File: src/design/step_dir_pkg.sv
// constants, types and helpers shared by the step/direction motor interface
package step_dir_pkg;

  // clock and timing
  localparam int CLK_NS       = 8;
  localparam int MS_NS        = 1_000_000;
  localparam int CYC_PER_MS   = MS_NS / CLK_NS;
  localparam int WAKE_MS      = 500;
  localparam int HOLD_MS_RST  = 1000;

  // register offsets
  localparam logic [7:0] REG_CTRL      = 8'h00;
  localparam logic [7:0] REG_RES       = 8'h04;
  localparam logic [7:0] REG_RUN_CUR   = 8'h08;
  localparam logic [7:0] REG_HOLD_CUR  = 8'h0C;
  localparam logic [7:0] REG_HOLD_MS   = 8'h10;
  localparam logic [7:0] REG_STATUS    = 8'h14;
  localparam logic [7:0] REG_POSITION  = 8'h18;
  localparam logic [7:0] REG_IRQ_STAT  = 8'h1C;
  localparam logic [7:0] REG_IRQ_MASK  = 8'h20;

  // fields
  localparam int CTRL_EDGE_BIT = 0;
  localparam int CTRL_MODE_LSB = 4;
  localparam int MODE_W        = 3;
  localparam int RES_W         = 4;
  localparam int CUR_W         = 7;
  localparam int HOLD_MS_W     = 16;
  localparam int PHASE_W       = 10;
  localparam int IRQ_W         = 4;
  localparam int IRQ_FAULT     = 0;
  localparam int IRQ_STALL     = 1;
  localparam int IRQ_INDEX     = 2;
  localparam int IRQ_HOLD      = 3;
  localparam int ST_ENABLED    = 0;
  localparam int ST_MOVING     = 1;
  localparam int ST_HOLDING    = 2;
  localparam int ST_DIR        = 3;
  localparam int ST_WAKING     = 4;

  // reset values and limits; currents in 0.05 A units
  localparam logic [RES_W-1:0] RES_RST      = 4'h0_00E;
  localparam logic [CUR_W-1:0] RUN_CUR_RST  = 7'h0_014;
  localparam logic [CUR_W-1:0] HOLD_CUR_RST = 7'h0_00A;
  localparam logic [CUR_W-1:0] RUN_CUR_MIN  = 7'h0_002;
  localparam logic [CUR_W-1:0] CUR_MAX      = 7'h0_064;
  localparam logic [RES_W-1:0] RES_LAST     = 4'h0_00E;

  typedef enum logic [MODE_W-1:0] {
    OUT_OFF, OUT_DIR, OUT_FAULT, OUT_INDEX, OUT_STALL, OUT_MOVING, OUT_HOLDING
  } out_mode_e;

  typedef enum logic [1:0] {DRV_WAKE, DRV_OFF, DRV_HOLD, DRV_RUN} drive_state_e;

  // microsteps per full step for each resolution code
  function automatic logic [8:0] resDivisor(input logic [RES_W-1:0] code);
    case (code)
      4'h0_000: resDivisor = 9'h0_001;
      4'h0_001: resDivisor = 9'h0_002;
      4'h0_002: resDivisor = 9'h0_004;
      4'h0_003: resDivisor = 9'h0_005;
      4'h0_004: resDivisor = 9'h0_008;
      4'h0_005: resDivisor = 9'h0_00A;
      4'h0_006: resDivisor = 9'h0_010;
      4'h0_007: resDivisor = 9'h0_019;
      4'h0_008: resDivisor = 9'h0_020;
      4'h0_009: resDivisor = 9'h0_032;
      4'h0_00A: resDivisor = 9'h0_040;
      4'h0_00B: resDivisor = 9'h0_07D;
      4'h0_00C: resDivisor = 9'h0_080;
      4'h0_00D: resDivisor = 9'h0_0FA;
      default:  resDivisor = 9'h0_100;
    endcase
  endfunction

  // clamp a requested current code into [lo, CUR_MAX]
  function automatic logic [CUR_W-1:0] clampCur(input logic [31:0] req, input logic [CUR_W-1:0] lo);
    if (req > 32'(CUR_MAX)) begin
      clampCur = CUR_MAX;
    end else if (req < 32'(lo)) begin
      clampCur = lo;
    end else begin
      clampCur = req[CUR_W-1:0];
    end
  endfunction

endpackage

File: src/design/pin_sync_if.sv
// synchronised and edge-detected pin events between the pin stage and the core
`timescale 1ns/1ps
`default_nettype none
interface pin_sync_if;
  logic stepRise;
  logic stepFall;
  logic dirLvl;
  logic enLvl;
  logic indexRise;
  modport src (output stepRise, output stepFall, output dirLvl, output enLvl, output indexRise);
  modport dst (input stepRise, input stepFall, input dirLvl, input enLvl, input indexRise);
endinterface
`default_nettype wire

File: src/design/pin_sync.sv
// two-stage synchronisers and edge detection for the isolated input pins
`timescale 1ns/1ps
`default_nettype none
module pin_sync (
  input  wire logic clk,
  input  wire logic sys_rst,
  input  wire logic stepPin,
  input  wire logic dirPin,
  input  wire logic disablePin,
  input  wire logic indexPin,
  pin_sync_if.src   evt
);
  logic [3:0] meta_r;
  logic [3:0] sync_r;
  logic       stepLast_r;
  logic       indexLast_r;

  // first stage feeds only the second; pins idle high (pulled up)
  always_ff @(posedge clk) begin
    if (sys_rst) begin
      meta_r <= 4'h0_00F;
      sync_r <= 4'h0_00F;
    end else begin
      meta_r <= {indexPin, disablePin, dirPin, stepPin};
      sync_r <= meta_r;
    end
  end

  always_ff @(posedge clk) begin
    if (sys_rst) begin
      stepLast_r  <= 1'b1;
      indexLast_r <= 1'b1;
    end else begin
      stepLast_r  <= sync_r[0];
      indexLast_r <= sync_r[3];
    end
  end

  // one-cycle step and index events, each edge seen once; dir and enable are levels
  assign evt.stepRise  = sync_r[0] & ~stepLast_r;
  assign evt.stepFall  = ~sync_r[0] & stepLast_r;
  assign evt.dirLvl    = sync_r[1];
  assign evt.enLvl     = sync_r[2];
  assign evt.indexRise = sync_r[3] & ~indexLast_r;
endmodule
`default_nettype wire

File: src/design/step_dir_motor_interface.sv
// step/direction command core: microstep position, current setpoint, output pin, registers
`timescale 1ns/1ps
`default_nettype none
module step_dir_motor_interface #(
  parameter int CYC_PER_MS = step_dir_pkg::CYC_PER_MS,
  parameter int WAKE_MS    = step_dir_pkg::WAKE_MS
) (
  input  wire logic                              clk,
  input  wire logic                              sys_rst,
  input  wire logic                              stepPin,
  input  wire logic                              dirPin,
  input  wire logic                              disablePin,
  input  wire logic                              indexPin,
  input  wire logic                              faultIn,
  input  wire logic                              stallIn,
  input  wire logic [7:0]                        regAddr,
  input  wire logic [31:0]                       regWdata,
  input  wire logic                              regWr,
  input  wire logic                              regRd,
  output logic      [31:0]                       regRdata,
  output logic                                   driveEnable,
  output logic      [step_dir_pkg::CUR_W-1:0]    coilCurrent,
  output logic      [step_dir_pkg::PHASE_W-1:0]  phaseIdx,
  output logic                                   stepPulse,
  output logic                                   motorDir,
  output logic                                   outClosed,
  output logic                                   irq
);
  import step_dir_pkg::*;

  //////////////////////////////////////////////////////////////////////////////
  // pin stage

  pin_sync_if evt ();

  pin_sync u_sync (
    .clk        (clk),
    .sys_rst    (sys_rst),
    .stepPin    (stepPin),
    .dirPin     (dirPin),
    .disablePin (disablePin),
    .indexPin   (indexPin),
    .evt        (evt)
  );

  //////////////////////////////////////////////////////////////////////////////
  // configuration registers

  logic                  fallEdge_r;
  out_mode_e             outMode_r;
  logic [RES_W-1:0]      res_r;
  logic [CUR_W-1:0]      runCur_r;
  logic [CUR_W-1:0]      holdCur_r;
  logic [HOLD_MS_W-1:0]  holdMs_r;
  logic [IRQ_W-1:0]      irqMask_r;
  logic                  resWrite;

  assign resWrite = regWr && regAddr == REG_RES && regWdata[RES_W-1:0] <= RES_LAST;

  always_ff @(posedge clk) begin
    if (sys_rst) begin
      fallEdge_r <= 1'b0;
      outMode_r  <= OUT_OFF;
      res_r      <= RES_RST;
      runCur_r   <= RUN_CUR_RST;
      holdCur_r  <= HOLD_CUR_RST;
      holdMs_r   <= HOLD_MS_W'(HOLD_MS_RST);
      irqMask_r  <= '0;
    end else if (regWr) begin
      if (regAddr == REG_CTRL) begin
        fallEdge_r <= regWdata[CTRL_EDGE_BIT];
        // unused mode codes park the output open
        if (regWdata[CTRL_MODE_LSB +: MODE_W] > MODE_W'(OUT_HOLDING)) begin
          outMode_r <= OUT_OFF;
        end else begin
          outMode_r <= out_mode_e'(regWdata[CTRL_MODE_LSB +: MODE_W]);
        end
      end else if (resWrite) begin
        res_r <= regWdata[RES_W-1:0];
      end else if (regAddr == REG_RUN_CUR) begin
        runCur_r <= clampCur(regWdata, RUN_CUR_MIN);
      end else if (regAddr == REG_HOLD_CUR) begin
        holdCur_r <= clampCur(regWdata, '0);
      end else if (regAddr == REG_HOLD_MS) begin
        holdMs_r <= regWdata[HOLD_MS_W-1:0];
      end else if (regAddr == REG_IRQ_MASK) begin
        irqMask_r <= regWdata[IRQ_W-1:0];
      end
    end
  end

  //////////////////////////////////////////////////////////////////////////////
  // millisecond tick and wake-up after power-down

  logic [$clog2(CYC_PER_MS)-1:0] msDiv_r;
  logic                          msTick;
  logic [$clog2(WAKE_MS+1)-1:0]  wakeMs_r;
  logic                          awake;

  assign msTick = msDiv_r == ($clog2(CYC_PER_MS))'(CYC_PER_MS - 1);
  assign awake  = wakeMs_r == ($clog2(WAKE_MS+1))'(WAKE_MS);

  always_ff @(posedge clk) begin
    if (sys_rst || msTick) begin
      msDiv_r <= '0;
    end else begin
      msDiv_r <= msDiv_r + 1'b1;
    end
  end

  // drive stays off until the wake interval has run out
  always_ff @(posedge clk) begin
    if (sys_rst) begin
      wakeMs_r <= '0;
    end else if (msTick && !awake) begin
      wakeMs_r <= wakeMs_r + 1'b1;
    end
  end

  //////////////////////////////////////////////////////////////////////////////
  // step acceptance and position

  drive_state_e         state_r;
  logic                 enabled;
  logic                 stepAcc;
  logic [9:0]           phaseMod;
  logic [31:0]          position_r;
  logic                 lastDir_r;

  // steps count only while the drive is actually on, so none lands in the off-to-hold cycle
  assign enabled  = evt.enLvl && (state_r == DRV_HOLD || state_r == DRV_RUN);
  // steps while disabled or waking are dropped, not queued
  assign stepAcc  = enabled && (fallEdge_r ? evt.stepFall : evt.stepRise);
  assign phaseMod = 10'({resDivisor(res_r), 2'b00});

  always_ff @(posedge clk) begin
    if (sys_rst) begin
      phaseIdx   <= '0;
      position_r <= '0;
      lastDir_r  <= 1'b1;
      motorDir   <= 1'b1;
      stepPulse  <= 1'b0;
    end else begin
      stepPulse <= stepAcc;
      if (stepAcc) begin
        lastDir_r <= evt.dirLvl;
        motorDir  <= evt.dirLvl;
        if (evt.dirLvl) begin
          position_r <= position_r + 1'b1;
          phaseIdx   <= (phaseIdx == phaseMod - 1'b1) ? '0 : phaseIdx + 1'b1;
        end else begin
          position_r <= position_r - 1'b1;
          phaseIdx   <= (phaseIdx == '0) ? phaseMod - 1'b1 : phaseIdx - 1'b1;
        end
      end
      if (resWrite) begin
        phaseIdx <= '0; // full-step restart on a scale change; a step in that cycle still counts
      end
    end
  end

  //////////////////////////////////////////////////////////////////////////////
  // run/hold state

  logic [HOLD_MS_W-1:0] idleMs_r;
  logic                 holdEntered;

  always_ff @(posedge clk) begin
    if (sys_rst || stepAcc) begin
      idleMs_r <= '0;
    end else if (msTick && idleMs_r != holdMs_r) begin
      idleMs_r <= idleMs_r + 1'b1;
    end
  end

  assign holdEntered = state_r == DRV_RUN && !stepAcc && idleMs_r >= holdMs_r;

  always_ff @(posedge clk) begin
    if (sys_rst) begin
      state_r <= DRV_WAKE;
    end else begin
      case (state_r)
        DRV_WAKE: begin
          if (awake) begin
            state_r <= DRV_OFF;
          end
        end
        DRV_OFF: begin
          if (evt.enLvl) begin
            state_r <= DRV_HOLD;
          end
        end
        DRV_HOLD: begin
          if (!evt.enLvl) begin
            state_r <= DRV_OFF;
          end else if (stepAcc) begin
            state_r <= DRV_RUN;
          end
        end
        DRV_RUN: begin
          if (!evt.enLvl) begin
            state_r <= DRV_OFF;
          end else if (holdEntered) begin
            state_r <= DRV_HOLD;
          end
        end
        default: state_r <= DRV_OFF;
      endcase
    end
  end

  always_ff @(posedge clk) begin
    if (sys_rst) begin
      driveEnable <= 1'b0;
      coilCurrent <= '0;
    end else begin
      driveEnable <= state_r == DRV_HOLD || state_r == DRV_RUN;
      if (state_r == DRV_RUN) begin
        coilCurrent <= runCur_r;
      end else if (state_r == DRV_HOLD) begin
        coilCurrent <= holdCur_r;
      end else begin
        coilCurrent <= '0;
      end
    end
  end

  //////////////////////////////////////////////////////////////////////////////
  // digital output

  logic indexTgl_r;

  always_ff @(posedge clk) begin
    if (sys_rst) begin
      indexTgl_r <= 1'b0;
    end else if (evt.indexRise) begin
      indexTgl_r <= ~indexTgl_r;
    end
  end

  always_ff @(posedge clk) begin
    if (sys_rst) begin
      outClosed <= 1'b0;
    end else begin
      case (outMode_r)
        OUT_DIR:     outClosed <= lastDir_r;
        OUT_FAULT:   outClosed <= faultIn;
        OUT_INDEX:   outClosed <= indexTgl_r;
        OUT_STALL:   outClosed <= stallIn;
        OUT_MOVING:  outClosed <= state_r == DRV_RUN;
        OUT_HOLDING: outClosed <= state_r == DRV_HOLD;
        default:     outClosed <= 1'b0;
      endcase
    end
  end

  //////////////////////////////////////////////////////////////////////////////
  // interrupts: sticky, write one to clear, a new event wins over the clear

  logic [IRQ_W-1:0] irqStat_r;
  logic [IRQ_W-1:0] irqSet;
  logic [IRQ_W-1:0] irqClr;
  logic             faultLast_r;
  logic             stallLast_r;

  always_ff @(posedge clk) begin
    if (sys_rst) begin
      faultLast_r <= 1'b0;
      stallLast_r <= 1'b0;
    end else begin
      faultLast_r <= faultIn;
      stallLast_r <= stallIn;
    end
  end

  always_comb begin
    irqSet            = '0;
    irqSet[IRQ_FAULT] = faultIn & ~faultLast_r;
    irqSet[IRQ_STALL] = stallIn & ~stallLast_r;
    irqSet[IRQ_INDEX] = evt.indexRise;
    irqSet[IRQ_HOLD]  = holdEntered;
    irqClr            = (regWr && regAddr == REG_IRQ_STAT) ? regWdata[IRQ_W-1:0] : '0;
  end

  always_ff @(posedge clk) begin
    if (sys_rst) begin
      irqStat_r <= '0;
      irq       <= 1'b0;
    end else begin
      irqStat_r <= (irqStat_r & ~irqClr) | irqSet;
      irq       <= |(((irqStat_r & ~irqClr) | irqSet) & irqMask_r);
    end
  end

  //////////////////////////////////////////////////////////////////////////////
  // read port: data valid only in the cycle after the strobe

  logic [31:0] statusWord;

  always_comb begin
    statusWord              = '0;
    statusWord[ST_ENABLED]  = driveEnable;
    statusWord[ST_MOVING]   = state_r == DRV_RUN;
    statusWord[ST_HOLDING]  = state_r == DRV_HOLD;
    statusWord[ST_DIR]      = lastDir_r;
    statusWord[ST_WAKING]   = state_r == DRV_WAKE;
  end

  always_ff @(posedge clk) begin
    if (sys_rst || !regRd) begin
      regRdata <= '0;
    end else if (regAddr == REG_CTRL) begin
      regRdata <= 32'({outMode_r, 3'b000, fallEdge_r});
    end else if (regAddr == REG_RES) begin
      regRdata <= 32'(res_r);
    end else if (regAddr == REG_RUN_CUR) begin
      regRdata <= 32'(runCur_r);
    end else if (regAddr == REG_HOLD_CUR) begin
      regRdata <= 32'(holdCur_r);
    end else if (regAddr == REG_HOLD_MS) begin
      regRdata <= 32'(holdMs_r);
    end else if (regAddr == REG_STATUS) begin
      regRdata <= statusWord;
    end else if (regAddr == REG_POSITION) begin
      regRdata <= position_r;
    end else if (regAddr == REG_IRQ_STAT) begin
      regRdata <= 32'(irqStat_r);
    end else if (regAddr == REG_IRQ_MASK) begin
      regRdata <= 32'(irqMask_r);
    end else begin
      regRdata <= '0;
    end
  end

endmodule
`default_nettype wire

File: config.mk
export PLATFORM = sky130hd
export DESIGN_NAME = step_dir_motor_interface
export DESIGN_NICKNAME = d
export VERILOG_FILES = /design/src/design/step_dir_pkg.sv /design/src/design/pin_sync_if.sv /design/src/design/pin_sync.sv /design/src/design/step_dir_motor_interface.sv
export SDC_FILE = /design/constraint.sdc
export NUM_CORES = 1
export LEC_CHECK = 0
export BUFFER_PORTS_ARGS = -buffer_cell sky130_fd_sc_hd__clkbuf_2
export CORE_ASPECT_RATIO = 1.2
export CORE_MARGIN = 10
export CORE_UTILIZATION = 42
export DETAILED_ROUTE_END_ITERATION = 10
export HOLD_SLACK_MARGIN = 0.02
export PLACE_DENSITY_LB_ADDON = 0.2
export SLEW_MARGIN = 10
export SYNTH_ARGS = -nofsm -noshare
export SYNTH_HDL_FRONTEND = slang
export SYNTH_SLANG_ARGS = --single-unit
export TNS_END_PERCENT = 50
File: constraint.sdc
create_clock -name clk -period 5.1 [get_ports clk]
set_input_delay 1.275 -clock clk [delete_from_list [all_inputs] [get_ports clk]]
set_output_delay 1.275 -clock clk [all_outputs]
set_load 0.02 [all_outputs]
**Yosys cells after proc, flatten, opt, wreduce, memory -nomap -nowiden**

Memories as Yosys holds them, arrays and structs flattened. A register that Yosys moved wholly into a read port is not among the register bits.
Index checks and enable logic that the tools add are counted.

- Register bits after elaboration: 189
- Memories: 1
- Word-level logic and storage cells: 154
- Output and inout port bits: 54
- Bits in read-only memories: 144

- $add $sub $neg: 8
- Magnitude comparators: 6
- Bitwise logic cells: 20
- Eq/ne operators: 25
- Muxes and demuxes: 32
- Reduce and logical (&&, ||, !) cells: 31

Memories:

| name | depth | width | read ports | clocked after memory_dff | write ports | line | source |
|---|---|---|---|---|---|---|---|
| (no name shown) | 16 | 9 | 1 | 1 | 0 | step_dir_pkg.sv:57 | `case (code)` |

Operator list:

| cell | number |
|---|---|
| 7-bit two-way mux | 10 |
| 32-bit two-way mux | 2 |
| 32-bit by 1-bit adder with 32-bit output (second input constant) | 1 |
| 8-bit by 5-bit equality test with 1-bit output (second input constant) | 4 |
| 32-bit by 7-bit > comparator with 1-bit output (second input constant) | 1 |
| 32-bit by 1-bit < comparator with 1-bit output (second input constant) | 1 |
| 32-bit by 2-bit < comparator with 1-bit output (second input constant) | 1 |
| 16-bit two-way mux | 2 |
| 32-bit by 1-bit subtractor with 32-bit output (second input constant) | 1 |
| 10-bit two-way mux | 3 |
| 4-bit two-way mux | 5 |
| 10-bit by 1-bit subtractor with 10-bit output (second input constant) | 2 |
| 17-bit by 1-bit adder with 17-bit output (second input constant) | 1 |
| 17-bit equality test (second input constant) | 1 |
| 16-bit by 1-bit adder with 16-bit output (second input constant) | 1 |
| 8-bit by 4-bit equality test with 1-bit output (second input constant) | 2 |
| 16-bit greater-or-equal comparator | 1 |
| 16-bit inequality test | 1 |
| 2-bit two-way mux | 6 |
| 1-bit NOT | 11 |
| 10-bit by 1-bit adder with 10-bit output (second input constant) | 1 |
| 10-bit equality test | 1 |
| 10-bit logical NOT | 1 |
| 9-bit by 1-bit adder with 9-bit output (second input constant) | 1 |
| other kinds (36) | 61 |

**Depth between registers and ports, before layout**

Gate-level depths: netlist of run 1.

- Word-level depth: 10
- Depth in mapped cells: 11
- Depth with buffers taken out: 10

**By module**

Synthesis of run 1 repeated with hierarchy kept, for this count alone.

- Cell total of the unflattened synthesis: 1,248
- Area, all modules: 10,344.9 um2

By module, submodules not included:

| module | area each (um2) | instances | cells an instance |
|---|---|---|---|
| step_dir_motor_interface | 10,063.4 | 1 | 1,225 |
| pin_sync | 281.5 | 1 | 23 |

**Least setup slack after synthesis of run 1**

OpenSTA, ideal clock, no wires.

- Path kind: input-to-reg
- Start: input port regAddr[1]
- End: register, netlist name phaseMod[7]
- Arrival time: 3.211 ns
- Path buffers: 1
- Setup slack: 1.764 ns
- Setup time: 0.125 ns
- Stages on the path: 9
- Cell sequence: or4_4 nor3_4 nand4_4 mux2i_1 and2_1 buf_2 ha_1 o21ai_0 a21oi_1

- Longest elaborated chain between the ends: 6
- Elaborated cells on any way between the ends: 8
- Classes of those cells: eq/ne (1); mux (2); bitwise (1); reduce/logical (4)

Ends and longest elaborated chain:

| what | line | source |
|---|---|---|
| from (decl) | step_dir_motor_interface.sv:16 | `input wire logic [7:0] regAddr,` |
| 8-bit by 3-bit equality test with 1-bit output | step_dir_motor_interface.sv:58 | `assign resWrite = regWr && regAddr == REG_RES && regWdata[RES_W-1:0] <= RES_LAST;` |
| 1-bit logical AND (2 in series) | step_dir_motor_interface.sv:58 |  |
| 3-bit AND reduction (no line) (*) | - |  |
| 4-bit two-way mux (no line) (*) (2 in series) | - |  |

Every way passes the cells marked *; elsewhere a longest branch is shown, timed or not.
A chain may end at the register's enable or synchronous reset.

**Worst setup path after layout of run 1**

- Start: register u_sync.sync_r[1]
- End: register position_r[31]

- Longest elaborated chain between the ends: 1

Ends and longest elaborated chain:

| what | line | source |
|---|---|---|
| from (decl) | pin_sync.sv:14 | `logic [3:0] sync_r;` |
| from (signal assigned) | pin_sync.sv:25 | `sync_r <= meta_r;` |
| 32-bit two-way mux | step_dir_motor_interface.sv:148 | `if (evt.dirLvl) begin` |
| to (signal assigned) | step_dir_motor_interface.sv:149 | `position_r <= position_r + 1'b1;` |
| to (signal assigned) | step_dir_motor_interface.sv:152 | `position_r <= position_r - 1'b1;` |
| to (decl) | step_dir_motor_interface.sv:127 | `logic [31:0] position_r;` |

No other way between the ends.

==> impl_metrics.ini, run 1 <==
[run_status]
status = complete, no violations

[clock_tree]
root_buffer = clkbuf_16
clkTransAtPathRegs_ps = 70
cts_setup_buffers = 0
clock_latency_ps = 440
cts_sinks = 197
cts_buffer_depth = 2
cts_tree = done
cts_resized = 0
hold_buffers = 0
cts_htree_levels = 4
tritoncts.num_buffers = 17

[pwr]
power_density_mw_per_mm2 = 261
leakagePower_nw = 4.62
peakVddDrop_mv = 0.206

[grt]
grt_pass1_wl_um = 43800
track_usage_pct = 17.2
grt_start_max_net_pins = 51
grt_pass1_vias = 8664
antenna_found_initial = 0
grt_overflow_total = 0

[layout]
final_nets = 1417
layout_common_cells = dfxtp_1 (197), nand2_1 (138), nor2_1 (137)
diodes = 0
seq_area_sq_mm = 0.00394
multiInputGateArea_sq_mm = 0.00597
fillers = 2380
layout_commonest_cell = dfxtp_1
drive_above_1_share_pct = 12.9
final_cells = 1642
areaGrowthSynthToFinish_pct = 13.1

[yosys]
syn_nets = 1338
yosysTopAreaCell = dfxtp_1
synth_top_area_share_pct = 38.2
ys_types = 75
synthFlopType = dfxtp_1
ys_seq_area_share_pct = 38.2
synthCells = 1231
synth_mux_area_share_pct = 2.94
synth-compound-area-share_pct = 16.7
ys_warn_count = 0
synthXorXnorAreaFrac_pct = 7.13
synth_edf_count = 0
ys_ff_latch = 197
synthSimpleGateAreaFrac_pct = 24.1
synth_top_family_by_area = simple AND/OR/NAND/NOR gates
postSynthAreaPerCell_sq_um = 8.38
synth_fa_ha_area_share_pct = 6.99
async_flop_share_pct = 0
ys_top_cells_by_area = dfxtp_1 (38%), ha_1 (6.8%), nand2_1 (5.0%), nor2_1 (5.0%), a21oi_1 (4.8%)
syn_area_sq_mm = 0.0103

[route]
post_drt_wl_per_cell_um = 16.3
drc = 0
vias = 8840
wirelength_um = 26700
dr.first_iter.drc_count = 539
ant_nets = 0
vias_per_cell = 5.38
drt_pass1_iterations = 5

[place]
io_buffer_count = 103
gp_congestion = 0.904
hpwl_um = 19800
place_inst = 1611

[worst_setup_path]
r2r_slack_ps = 1270
end_kind = register
start_kind = register
crit_type = register to register
required_ps = 5430
worstPathMaxFanout = 20
worstPathArrival_ps = 4160

[floorplan]
start_util_pct = 42.9
core_area_sq_mm = 0.0240
die-area_sq_mm = 0.0312
die_h_um = 192
dieWidth_um = 163
ioPinCount = 104
rows = 62

[sta]
slew_headroom_pct = 33.1
fin_crit_ps = 3830
tightest_slew_ps = 1000
clock_skew_ps = 9.08
setup_tns_ps = 0
rsz0062_at_grt = no
fmax_ghz = 0.261
drv_slew = 0
setup_viol = 0
min_period_over_period_pct = 75.1
hold_violations = 0

[min_path]
hold_class = register to register

[flow_run]
cap_violations = 0
cell families after synthesis:
group / count (synthesis)
xor+xnor: 76
simple gates: 497
mux: 30
flops: 197
compound gates: 274
buf+inv: 100
fa+ha+maj: 57
metrics by stage:
stage               util [%]  worst slack, ps  hold slack, ps  cell area, sq um  power (mW)
detailed placement      46.1             1300             393             11100        1.72
global route            48.5              852             415             11700        3.14
floorplan                  -             1760             389             10300        1.67
global placement        46.1             1320             392             11100        1.72
CTS                     48.5             1300             410             11700        3.07
finish                  48.5             1270             409             11700        3.04
critical path: stages (launching register included):
cell	delay, ps
dfxtp_1	300
buf_4	170
inv_1	470
buf_4	370
ha_1	330
a21oi_1	200
o21ai_0	170
a2111oi_0	460
a21oi_1	100
a2111oi_0	430
o21ai_0	170
a21oi_1	170
mux2_2	340
path summary, 6_finish.rpt:
check	start	to	depth (start not counted)
max	u_sync.sync_r[1]$_SDFF_PP1_	position_r[31]$_SDFFE_PP0P_	12
min	u_sync.meta_r[3]$_SDFF_PP1_	u_sync.sync_r[3]$_SDFF_PP1_	1
min reg2reg	u_sync.meta_r[3]$_SDFF_PP1_	u_sync.sync_r[3]$_SDFF_PP1_	1
max reg2reg	u_sync.sync_r[1]$_SDFF_PP1_	position_r[31]$_SDFFE_PP0P_	12
sequential cells by signal (all words and copies together), names as in the netlist, 7 cells and up:
signal,cells
regRdata,32
idleMs_r,16
holdMs_r,16
coilCurrent,7
phaseMod,8
wakeMs_r,9
runCur_r,7
holdCur_r,7
position_r,32
msDiv_r,17
phaseIdx,10
final cells by class:
class / instances / area share, %
timing repair buffer: 113 / 5.06
tap: 320 / 3.43
clock inverter: 11 / 1.06
sequential: 197 / 33.8
inverter: 47 / 1.51
clock buffer: 20 / 3.92
multi-input combinational: 934 / 51.2
cells in the mapped netlist, types with 4 or more instances:
cell type	count
a211oi_1	17
a21o_1	6
a21oi_1	98
a221oi_1	7
a22o_1	11
a22oi_1	12
a31oi_1	5
and2_1	23
and3_1	18
and4_1	5
buf_2	10
clkbuf_1	36
dfxtp_1	197
ha_1	56
inv_1	46
mux2i_1	28
nand2_1	138
nand2b_1	9
nand3_1	33
nand4_1	28
nor2_1	137
nor2b_1	14
nor3_1	22
nor3b_1	6
nor4_1	11
nor4b_1	5
o211ai_1	10
o21a_1	5
o21ai_0	58
o21bai_1	7
o22ai_1	7
or2_2	13
or3_1	14
xnor2_1	39
xnor3_1	4
xor2_1	32
power breakdown:
group,leakage (nW),internal (mW),switching [mW]
Sequential,1.59,1.55,0.00535
Combinational,2.75,0.0473,0.0891
Clock,0.279,0.748,0.605
per-layer routing:
layer,global-route usage (%),share of wire [%]
met1,21.3,46
met2,29.2,48
met3,3.51,4.4
met4,5.45,2.0
met5,0,0
Note: power is estimated with default switching activity, not from simulation.
==> run 2: changes to the inputs <==
==> constraint.sdc (replaced) <==
create_clock -name clk -period 3.4 [get_ports clk]
set_input_delay 0.85 -clock clk [delete_from_list [all_inputs] [get_ports clk]]
set_output_delay 0.85 -clock clk [all_outputs]
set_load 0.02 [all_outputs]
==> run 2 against run 1 <==
Final cell count grew 1.2%. Critical path depth down 1. Critical path type unchanged. Wire length is 2.2% higher. Core utilization grew 0.82 points. Final area grew 1.7%.
==> impl_metrics.ini, run 2 (synthesis results as in run 1) <==
[run_status]
status = complete, no violations

[layout]
top_regs = position_r x32, regRdata x32, msDiv_r x17
post-route-cell-area_sq_mm = 0.0119
multiInputGateArea_sq_mm = 0.00597
seq_area_sq_mm = 0.00394
drive_above_1_share_pct = 14.3
layout_common_cells = dfxtp_1 (197), nand2_1 (138), nor2_1 (137)
fillers = 2374
layout_commonest_cell = dfxtp_1
areaGrowthSynthToFinish_pct = 15.0
final_nets = 1436
diodes = 0

[floorplan]
die-area_sq_mm = 0.0312
ioPinCount = 104
dieWidth_um = 163
core_area_sq_mm = 0.0240
rows = 62
die_h_um = 192
start_util_pct = 42.9

[sta]
slew_headroom_pct = 32.4
tightest_slew_ps = 1010
clock_skew_ps = 13.2
setup_viol = 0
hold_violations = 0
layout_setup_ws_ps = 394
min_period_over_period_pct = 88.4
setup_tns_ps = 0
fmax_ghz = 0.333
fin_crit_ps = 3010
drv_slew = 0

[clock_tree]
cts_htree_levels = 4
clock_latency_ps = 450
cts_setup_buffers = 0
cts_sinks = 197
root_buffer = clkbuf_16
tritoncts.num_buffers = 17
hold_buffers = 0
cts_tree = done
clkTransAtPathRegs_ps = 80
cts_buffer_depth = 2

[route]
wirelength_um = 27300
dr.first_iter.drc_count = 529
post_drt_wl_per_cell_um = 16.4
drt_pass1_iterations = 5
drc = 0
vias_per_cell = 5.48
ant_nets = 0
vias = 9104

[place]
gp_congestion = 0.904
io_buffer_count = 103
placed_area_sq_mm = 0.0112
hpwl_um = 20600
pre_cts_ws_ps = 206

[pwr]
power_density_mw_per_mm2 = 393
peakVddDrop_mv = 0.325
fin_total_pwr_mw = 4.66
p_int_mw = 3.52
p_seq_share_pct = 50.0
clkPwrFrac_pct = 45.4
comb_power_share_pct = 4.7
leakagePower_nw = 4.74
p_switching_mw = 1.14
swShare_pct = 24.4

[grt]
grt_overflow_total = 0
grt_pass1_vias = 8935
grt_start_max_net_pins = 41
antenna_found_initial = 0
grt_pass1_wl_um = 44200
track_usage_pct = 17.3

[flow_run]
cap_violations = 0

[min_path]
hold_class = register to register

[worst_setup_path]
worstPathMaxFanout = 26
required_ps = 3740
crit_type = register to register
path_cells = inv_1, buf_12, fa_1, a211oi_1, o21ai_0, nand3_1, and2_1, nor4b_1, o31ai_1, xor2_1, a22o_1
worstPathArrival_ps = 3350
end_kind = register
start_kind = register
slowest_stage = fa_1
max_stage_delay_ps = 490
[run 2: changes by cell type in the layout (fill, tap and decap cells not counted), sizes merged]
cell,change
clkbuf,-2
clkinvlp,-2
clkinv,+1
inv,+4
buf,+19
[run 2: final cells by class]
cell class,count,area share [%]
inverters,47,1.49
well taps,320,3.38
repair buffers,132,6.29
clock buffers,18,3.62
flip-flops and latches,197,33.3
clock inverters,14,1.57
multi-input cells,934,50.4
[run 2: worst max-delay path: cells and delay by family (launching register included)]
| family | cells | cell delay, ps |
|---|---|---|
| simple gates | 3 | 690 |
| xor+xnor | 1 | 160 |
| buf+inv | 2 | 260 |
| flops | 1 | 330 |
| compound gates | 4 | 970 |
| fa+ha+maj | 1 | 490 |
[run 2: layer usage]
metal	share of wire (%)	global-route usage, %	vias to the layer above	routed length, um
li1	-	-	4558	-
met1	44	20.7	4293	12000
met2	49	30.2	213	13400
met3	4.9	3.81	40	1340
met4	1.8	5.56	0	503
met5	0	0	-	0
[run 2: path summary, 6_finish.rpt]
check,from,end,slack (ps),depth (start not counted)
setup / recovery,u_sync.sync_r[1]$_SDFF_PP1_,position_r[24]$_SDFFE_PP0P_,390,11
setup reg to reg,u_sync.sync_r[1]$_SDFF_PP1_,position_r[24]$_SDFFE_PP0P_,390,11
hold reg to reg,u_sync.meta_r[3]$_SDFF_PP1_,u_sync.sync_r[3]$_SDFF_PP1_,400,1
hold / removal,u_sync.meta_r[3]$_SDFF_PP1_,u_sync.sync_r[3]$_SDFF_PP1_,400,1
[run 2: stage by stage]
| step | hold WS (ps) | instances | utilization [%] |
|---|---|---|---|
| detailed placement | 397 | 1630 | 46.7 |
| floorplan | 389 | 1231 | - |
| CTS | 412 | 1662 | 49.3 |
| global placement | 390 | 1630 | 46.7 |
| finish | 402 | 1662 | 49.3 |
| global route | 429 | 1662 | 49.3 |
[run 2: power by group through the flow]
stage,registers [mW],logic [mW],clock network (mW)
2_1_floorplan,2.38,0.124,0
3_3_place_gp,2.38,0.216,0
3_5_place_dp,2.38,0.217,0
4_1_cts,2.33,0.219,2.17
5_1_grt,2.33,0.239,2.24
6_report,2.33,0.219,2.11
[run 2: what timing repair did]
| item | in CTS | in global routing |
|---|---|---|
| hold endpoints to repair | 0 | 0 |
| resized for setup | 0 | 2 |
| endpoints found under the setup margin | 0 | 1 |
